--- src/core/msf_pkg.sv ---
package msf_pkg;
   // APB register map (byte addresses)
   localparam logic [7:0] ADDR_STATUS = 8'h00;
   localparam logic [7:0] ADDR_CONTROL = 8'h04;
   localparam logic [7:0] ADDR_EVENT_EN = 8'h08;
   localparam logic [7:0] ADDR_COMMAND = 8'h0c;
   localparam logic [7:0] ADDR_MSG = 8'h10;
   localparam logic [7:0] ADDR_PERIOD = 8'h14;
   localparam logic [7:0] ADDR_LOAD = 8'h18;
   localparam logic [7:0] ADDR_CYCLES = 8'h1c;
   localparam logic [7:0] ADDR_LEVEL = 8'h20;
   // Status flag positions
   localparam int FB_TAMPER = 0;
   localparam int FB_CALRDY = 1;
   localparam int FB_TRAIL = 2;
   localparam int FB_LEAD = 3;
   localparam int FB_ENRDY = 4;
   localparam int FB_LEVEL = 5;
   localparam int FB_LARGER = 6;
   localparam int FB_SAMPLE = 7;
   localparam int FB_UNDERV = 8;
   localparam int NFLAGS = 16;
   // Control bits
   localparam int CB_COUNT_SEL = 0;
   localparam int CB_SECOND_I = 1;
   // Command word bit for the clear-event command
   localparam int CMD_CLEAR_EVENT = 0;
   // Load-type window in mains periods
   localparam logic [11:0] LOAD_WINDOW_LAST = 12'hfff;
   localparam logic [15:0] ZERO16 = 16'h0000;
   localparam logic [31:0] ZERO32 = 32'h0000_0000;
   localparam logic [15:0] ONE16 = 16'h0001;
   // Engine modes
   typedef enum logic [1:0] {
      MSF_IDLE = 2'b00,
      MSF_MEASURE = 2'b01,
      MSF_CALIB = 2'b11
   } msf_mode_t;
endpackage

--- src/core/msf_accum.sv ---
`timescale 1ns/100ps
// Per-period accumulator: sums samples, dumps the sum on each period strobe
module msf_accum (
   input wire logic ref_clk,
   input wire logic rst_n,
   input wire logic add,
   input wire logic [15:0] value,
   input wire logic dump,
   output logic [31:0] result
);
   import msf_pkg::*;
   logic [31:0] sum;
   wire [31:0] ext = {{16{value[15]}}, value};
   wire [31:0] next_sum = sum + ext;
   // Running sum and latched result
   always_ff @(posedge ref_clk) begin
      if (!rst_n) begin
         sum <= ZERO32;
         result <= ZERO32;
      end else if (dump) begin
         // A sample on the dump cycle opens the new period
         result <= sum;
         sum <= add ? ext : ZERO32;
      end else if (add) begin
         sum <= next_sum;
      end
   end
endmodule

--- src/core/msf_rise_msg.sv ---
`timescale 1ns/100ps
// Detects a 0-to-1 change on an enabled flag and holds a message until read
module msf_rise_msg (
   input wire logic ref_clk,
   input wire logic rst_n,
   input wire logic flag,
   input wire logic enable,
   input wire logic take,
   output logic pending,
   output logic sent
);
   logic flag_q;
   wire rise = flag & ~flag_q;
   wire fire = rise & enable;
   // Sent pulses when the CPU takes a pending message
   assign sent = pending & take;
   // Previous flag value
   always_ff @(posedge ref_clk) begin
      if (!rst_n) flag_q <= 1'b0;
      else flag_q <= flag;
   end
   // Message latch, a new rise wins over the take
   always_ff @(posedge ref_clk) begin
      if (!rst_n) pending <= 1'b0;
      else if (fire) pending <= 1'b1;
      else if (take) pending <= 1'b0;
   end
endmodule

--- src/core/msf_status.sv ---
`timescale 1ns/100ps
module msf_status (
   input wire logic ref_clk,
   input wire logic rst_n,
   // APB slave
   input wire logic psel,
   input wire logic penable,
   input wire logic pwrite,
   input wire logic [7:0] paddr,
   input wire logic [31:0] pwdata,
   output logic [31:0] prdata,
   output logic pready,
   output logic pslverr,
   // Engine events
   input wire msf_pkg::msf_mode_t engine_mode,
   input wire logic tamper_event,
   input wire logic calib_done,
   input wire logic voltage_sign,
   input wire logic sample_strobe,
   input wire logic [15:0] voltage_wave_sample,
   input wire logic [15:0] current_a_wave_sample,
   input wire logic [15:0] current_b_wave_sample,
   input wire logic results_ready,
   input wire logic [15:0] energy_step,
   input wire logic capacitive_load,
   input wire logic undervoltage_seen,
   input wire logic current_b_larger,
   // Engine side effects
   output logic temp_start,
   output logic [15:0] engine_status_flags,
   output logic message_pending,
   output logic [15:0] mains_period_value,
   output logic [15:0] load_type_register,
   output logic [15:0] line_cycle_counter,
   output logic [31:0] period_active_energy_a,
   output logic [31:0] period_active_energy_b,
   output logic [15:0] voltage_peak_register,
   output logic [15:0] current_peak_register
);
   import msf_pkg::*;

   ////////////////////////////////////////////////////////////////////
   // Registers
   logic [1:0] engine_control_word;
   logic [NFLAGS-1:0] event_enable;
   logic [31:0] interrupt_level_parameter;
   logic [31:0] level_accum;
   logic sign_q;
   logic sign_valid;
   logic temp_pending;
   logic [15:0] period_count;
   logic [15:0] load_counter;
   logic [11:0] load_periods;
   logic [15:0] v_peak_run;
   logic [15:0] i_peak_run;
   logic [NFLAGS-1:0] msg_pend;
   logic [NFLAGS-1:0] msg_sent;
   logic [NFLAGS-1:0] msg_take;

   ////////////////////////////////////////////////////////////////////
   // APB decode
   wire apb_access = psel & penable;
   wire apb_wr = apb_access & pwrite;
   wire hit_status = (paddr == ADDR_STATUS);
   wire hit_control = (paddr == ADDR_CONTROL);
   wire hit_event = (paddr == ADDR_EVENT_EN);
   wire hit_command = (paddr == ADDR_COMMAND);
   wire hit_msg = (paddr == ADDR_MSG);
   wire hit_period = (paddr == ADDR_PERIOD);
   wire hit_load = (paddr == ADDR_LOAD);
   wire hit_cycles = (paddr == ADDR_CYCLES);
   wire hit_level = (paddr == ADDR_LEVEL);
   wire hit_any = hit_status | hit_control | hit_event | hit_command | hit_msg
                  | hit_period | hit_load | hit_cycles | hit_level;
   wire clear_event_command = apb_wr & hit_command & pwdata[CMD_CLEAR_EVENT];
   wire msg_read = apb_access & ~pwrite & hit_msg;
   assign pready = 1'b1;
   assign pslverr = apb_access & ~hit_any;
   // Read of the message register hands every pending message over
   assign msg_take = msg_read ? msg_pend : {NFLAGS{1'b0}};

   ////////////////////////////////////////////////////////////////////
   // Crossing detection
   // Crossings exist only on a sample strobe; the sign level alone is not sampled
   wire trail_x = sample_strobe & sign_valid & ~sign_q & voltage_sign;  // sign=1 means negative
   wire lead_x = sample_strobe & sign_valid & sign_q & ~voltage_sign;
   wire count_sel = engine_control_word[CB_COUNT_SEL];
   wire second_i = engine_control_word[CB_SECOND_I];
   wire [31:0] lvl_inc = count_sel ? {16'h0000, ONE16}
                                   : {{16{energy_step[15]}}, energy_step};
   wire [31:0] next_level = level_accum + lvl_inc;
   wire lvl_hit = results_ready & (next_level >= interrupt_level_parameter);
   wire [15:0] v_abs = voltage_wave_sample[15] ? 16'(-voltage_wave_sample)
                                               : voltage_wave_sample;
   wire [15:0] ia_abs = current_a_wave_sample[15] ? 16'(-current_a_wave_sample)
                                                  : current_a_wave_sample;
   wire [15:0] ib_abs = current_b_wave_sample[15] ? 16'(-current_b_wave_sample)
                                                  : current_b_wave_sample;
   wire [15:0] i_abs = (second_i && ib_abs > ia_abs) ? ib_abs : ia_abs;
   wire [15:0] next_load = capacitive_load ? 16'(load_counter + ONE16)
                                           : 16'(load_counter - ONE16);

   // Sample sign history
   always_ff @(posedge ref_clk) begin
      if (!rst_n) begin
         sign_q <= 1'b0;
         sign_valid <= 1'b0;
      end else if (sample_strobe) begin
         sign_q <= voltage_sign;
         sign_valid <= 1'b1;
      end
   end

   ////////////////////////////////////////////////////////////////////
   // Status flags
   logic [NFLAGS-1:0] flags;
   assign engine_status_flags = flags;
   assign message_pending = |msg_pend;
   wire [NFLAGS-1:0] clr_evt = msg_sent | (clear_event_command
                              ? (NFLAGS'(1) << FB_ENRDY | NFLAGS'(1) << FB_LEVEL
                                 | NFLAGS'(1) << FB_SAMPLE) : {NFLAGS{1'b0}});

   always_ff @(posedge ref_clk) begin
      if (!rst_n) begin
         flags <= {NFLAGS{1'b0}};
      end else begin
         if (tamper_event) flags[FB_TAMPER] <= 1'b1;
         if (engine_mode == MSF_IDLE) flags[FB_CALRDY] <= 1'b0;
         else if (engine_mode == MSF_CALIB && calib_done) flags[FB_CALRDY] <= 1'b1;
         if (trail_x) flags[FB_TRAIL] <= 1'b1;
         else if (lead_x) flags[FB_TRAIL] <= 1'b0;
         if (lead_x) flags[FB_LEAD] <= 1'b1;
         else if (trail_x) flags[FB_LEAD] <= 1'b0;
         if (trail_x) flags[FB_UNDERV] <= undervoltage_seen;
         // Set wins over clear on the same edge
         if (results_ready) flags[FB_ENRDY] <= 1'b1;
         else if (clr_evt[FB_ENRDY]) flags[FB_ENRDY] <= 1'b0;
         if (lvl_hit) flags[FB_LEVEL] <= 1'b1;
         else if (clr_evt[FB_LEVEL]) flags[FB_LEVEL] <= 1'b0;
         flags[FB_LARGER] <= second_i & current_b_larger;
         // Sample flag rises on every sample strobe, crossing strobes included
         if (sample_strobe) flags[FB_SAMPLE] <= 1'b1;
         else if (clr_evt[FB_SAMPLE]) flags[FB_SAMPLE] <= 1'b0;
      end
   end

   ////////////////////////////////////////////////////////////////////
   // Mailbox messages, one detector per flag
   genvar g;
   generate
      for (g = 0; g < NFLAGS; g++) begin : g_msg
         msf_rise_msg u_msg (
            .ref_clk(ref_clk),
            .rst_n(rst_n),
            .flag(flags[g]),
            .enable(event_enable[g]),
            .take(msg_take[g]),
            .pending(msg_pend[g]),
            .sent(msg_sent[g])
         );
      end
   endgenerate

   ////////////////////////////////////////////////////////////////////
   // Crossing tasks
   // Temperature start request, issued at either crossing
   always_ff @(posedge ref_clk) begin
      if (!rst_n) begin
         temp_pending <= 1'b0;
         temp_start <= 1'b0;
      end else begin
         temp_start <= (trail_x | lead_x) & temp_pending;
         // A new request wins over the crossing that consumes the old one
         if (results_ready) temp_pending <= 1'b1;
         else if (trail_x | lead_x) temp_pending <= 1'b0;
      end
   end

   // Mains period in samples, stored at each leading crossing
   always_ff @(posedge ref_clk) begin
      if (!rst_n) begin
         period_count <= ZERO16;
         mains_period_value <= ZERO16;
      end else if (lead_x) begin
         mains_period_value <= period_count;
         period_count <= ONE16;
      end else if (sample_strobe) begin
         period_count <= 16'(period_count + ONE16);
      end
   end

   // Load type accumulation, published every window of mains periods
   always_ff @(posedge ref_clk) begin
      if (!rst_n) begin
         load_counter <= ZERO16;
         load_periods <= 12'h000;
         load_type_register <= ZERO16;
      end else if (lead_x) begin
         load_periods <= 12'(load_periods + 12'h001);
         if (load_periods == LOAD_WINDOW_LAST) begin
            load_type_register <= next_load;
            load_counter <= ZERO16;
         end else begin
            load_counter <= next_load;
         end
      end
   end

   // Line cycles and peaks
   always_ff @(posedge ref_clk) begin
      if (!rst_n) begin
         line_cycle_counter <= ZERO16;
         voltage_peak_register <= ZERO16;
         current_peak_register <= ZERO16;
         v_peak_run <= ZERO16;
         i_peak_run <= ZERO16;
      end else if (lead_x) begin
         line_cycle_counter <= 16'(line_cycle_counter + ONE16);
         voltage_peak_register <= v_peak_run;
         current_peak_register <= i_peak_run;
         // The crossing sample opens the new period
         v_peak_run <= v_abs;
         i_peak_run <= i_abs;
      end else if (sample_strobe) begin
         if (v_abs > v_peak_run) v_peak_run <= v_abs;
         if (i_abs > i_peak_run) i_peak_run <= i_abs;
      end
   end

   // Per-period energies of both current channels
   msf_accum u_acc_a (
      .ref_clk(ref_clk),
      .rst_n(rst_n),
      .add(sample_strobe),
      .value(current_a_wave_sample),
      .dump(lead_x),
      .result(period_active_energy_a)
   );
   msf_accum u_acc_b (
      .ref_clk(ref_clk),
      .rst_n(rst_n),
      .add(sample_strobe),
      .value(current_b_wave_sample),
      .dump(lead_x),
      .result(period_active_energy_b)
   );

   // Interrupt level accumulation in energy or count mode
   always_ff @(posedge ref_clk) begin
      if (!rst_n) level_accum <= ZERO32;
      else if (lvl_hit) level_accum <= ZERO32;
      else if (results_ready) level_accum <= next_level;
   end

   ////////////////////////////////////////////////////////////////////
   // Software writable registers
   always_ff @(posedge ref_clk) begin
      if (!rst_n) begin
         engine_control_word <= 2'b00;
         event_enable <= {NFLAGS{1'b0}};
         interrupt_level_parameter <= ZERO32;
      end else if (apb_wr) begin
         if (hit_control) engine_control_word <= pwdata[1:0];
         if (hit_event) event_enable <= pwdata[NFLAGS-1:0];
         if (hit_level) interrupt_level_parameter <= pwdata;
      end
   end

   // Read mux, combinational data
   logic [31:0] rd_mux;
   always_comb begin
      rd_mux = ZERO32;
      if (hit_status) rd_mux = {16'h0000, flags};  // Read only, writes ignored
      if (hit_control) rd_mux = {30'h0, engine_control_word};
      if (hit_event) rd_mux = {16'h0000, event_enable};
      if (hit_msg) rd_mux = {16'h0000, msg_pend};
      if (hit_period) rd_mux = {16'h0000, mains_period_value};
      if (hit_load) rd_mux = {16'h0000, load_type_register};
      if (hit_cycles) rd_mux = {16'h0000, line_cycle_counter};
      if (hit_level) rd_mux = interrupt_level_parameter;
   end
   assign prdata = rd_mux;
endmodule

--- config.mk ---
export PLATFORM = sky130hd
export DESIGN_NAME = msf_status
export DESIGN_NICKNAME = d
export VERILOG_FILES = /design/src/core/msf_pkg.sv /design/src/core/msf_accum.sv /design/src/core/msf_rise_msg.sv /design/src/core/msf_status.sv
export SDC_FILE = /design/constraint.sdc
export NUM_CORES = 1
export LEC_CHECK = 0
export BUFFER_PORTS_ARGS = -buffer_cell sky130_fd_sc_hd__clkbuf_2
export CORE_MARGIN = 2
export CORE_UTILIZATION = 45
export DETAILED_ROUTE_END_ITERATION = 7
export MAX_ROUTING_LAYER = met4
export SYNTH_ARGS = -nofsm -noshare
export SYNTH_HDL_FRONTEND = slang
export SYNTH_HIERARCHICAL = 1
export SYNTH_SLANG_ARGS = --single-unit
--- constraint.sdc ---
create_clock -name ref_clk -period 11 [get_ports ref_clk]
set_clock_uncertainty 0.05 [all_clocks]
set_input_delay 1.1 -clock ref_clk [delete_from_list [all_inputs] [get_ports ref_clk]]
set_output_delay 1.1 -clock ref_clk [all_outputs]
set_load 0.01 [all_outputs]
==> results.cfg <==
[run_status]
status = completed

[clocking]
clk_latency_ps = 600
cts_tree = yes
cts_inserted_buffers = 49
cts_max_level = 2
path_clk_slew_ps = 60
post-cts-setup-buffers = 0
cts_sinks = 411
clockRootBuffer = clkbuf_16
cts_hold_buf = 0
max-clock-path-buffers = 3
cts_resized = 0

[worst_hold_path]
hold_path_class = reg -> reg

[final_layout]
final_nets = 3680
num-fill-cells = 5401
ff_latch_area_um2 = 8228
post-route-util_pct = 52.13
drive_above_1_share_pct = 13.60
multi_input_area_um2 = 16520
area_growth_pct = 14.13

[die]
die-area_um2 = 59280
initial_core_util_pct = 45.68
core-area_um2 = 56500
ios = 315
dieHeight_um = 243.5
fp.dieW_um = 243.5
fp-row-count = 87

[detailed_routing]
ant_nets = 0
remaining_drc_errors = 0
drt_pass1_iterations = 6
viasPerCell = 5.731
avgRoutedWirePerCell_um = 18.55
num_vias = 23810
wl_mm = 77.07
first_iter_violations = 1580

[worst_setup_path]
crit_fanout = 19
crit_slowest_cell = a21oi_2
critical_path_class = in -> reg
cp-start-kind = input port
cp_data_required_time_ps = 11420
cp_top_family = compound AO/OA/AOI/OAI gates
max_stage_delay_ps = 870
end_kind = flip-flop
crit_arrival_ps = 6830
worst-path-buf-inv = 3

[grt]
grt_pass1_vias = 22440
use_met3_pct = 4.021
grt_pass1_wl_mm = 122.1
grt_overflow = 0
grt_util_met1_pct = 34.76
grt_use_total_pct = 25.85
grt-busiest-layer = met2
grt_max_degree = 117
grt_util_met2_pct = 40.01
antenna_found_initial = 1

[synth]
yosysWarnings = 6
syn-cell-area_um2 = 25810
synthCells = 3143
avgSynthCellArea_um2 = 8.211

[timing]
setup_tns_ps = 0
finalHoldViolCount = 0
post-route-period-util_pct = 58.21
slew_viol_final = 0
setup-violations-final = 0
slew_headroom_pct = 19.11
tightestPinTransition_ps = 1210
rsz0062_at_grt = no
period_needed_ps = 6403
fmax_ghz = 0.1562
timing.hold.ws_ps = 389.7

[power]
irDropWorstVdd_mv = 0.1484
p_total_mw = 4.709
p_leak_nw = 12.23
powerDensity_nw_per_um2 = 159.9

[placement]
io_buffers = 306
hpwlAfterDp_mm = 56.87
gp_congestion = 0.9268

[flow_run]
drv_cap = 0
-- worst min-delay path, delay by kind of cell (launching register included) --
family             cells  cell delay [ps]
and+or+nand+nor        1               50
AOI/OAI and AO/OA      1               30
DFF                    1              310
-- state kept, by name, summed over array words and instances (netlist names), 32 cells and up --
signal	cells
interrupt_level_parameter	32
level_accum	32
u_acc_a/result	32
u_acc_a/sum	32
u_acc_b/result	32
u_acc_b/sum	32
-- cell usage in the layout (no fill, tap or decap), types with 18 or more instances in the layout --
master,count
ha_1,193
a21oi_1,206
inv_1,109
nor2b_1,58
nor2_1,260
mux2i_1,134
a21o_1,67
o21a_1,25
dfxtp_1,411
nand2_1,419
or3_1,27
clkbuf_2,305
and2_1,76
clkbuf_16,49
and3_1,29
conb_1,22
o21ai_0,91
nand4b_1,20
nand4_1,51
a211oi_1,20
nand3_1,72
xnor2_1,82
nand3b_1,23
buf_4,18
a21boi_0,120
xor2_1,61
nor3_1,38
-- final cells by class --
cell class | count | area share (%)
antenna | 1 | 0.008496
clock buffer | 71 | 4.783
clock inverter | 14 | 0.8496
inverter | 112 | 1.444
multi-input combinational | 2466 | 56.09
sequential | 411 | 27.94
tap | 756 | 3.212
timing repair buffer | 324 | 5.680
-- per-layer routing --
| metal | wire (um) | part of all wire [%] |
|---|---|---|
| met2 | 34390 | 45 |
| met1 | 35920 | 47 |
| met5 | 0 | 0 |
| met3 | 4732 | 6.1 |
| met4 | 2026 | 2.6 |
-- through the flow --
step / area (um^2) / setup WS (ps) / std cells
4_1_cts: 29450 / 4659 / 4154
3_3_place_gp: 27790 / 4208 / 4069
6_report: 29450 / 4597 / 4155
3_5_place_dp: 27790 / 4046 / 4069
2_1_floorplan: 25880 / 4630 / 3163
5_1_grt: 29450 / 4130 / 4155
-- path summary, 6_finish.rpt --
kind / end / from / slack (ps) / cells past startpoint
hold / removal: temp_start / temp_pending / 390 / 2
setup / recovery: i_peak_run[9] / current_b_wave_sample[7] / 4600 / 25
setup reg to reg: level_accum[1] / engine_control_word[0] / 5190 / 20
hold reg to reg: temp_start / temp_pending / 390 / 2
-- power by group --
| part | leakage (nW) | switching [mW] | internal [mW] |
|---|---|---|---|
| Combinational | 8.08 | 0.803 | 0.553 |
| Sequential | 3.34 | 0.0836 | 1.59 |
| Clock | 0.812 | 0.676 | 1.01 |
No activity file was read; power rests on OpenSTA's default activity.
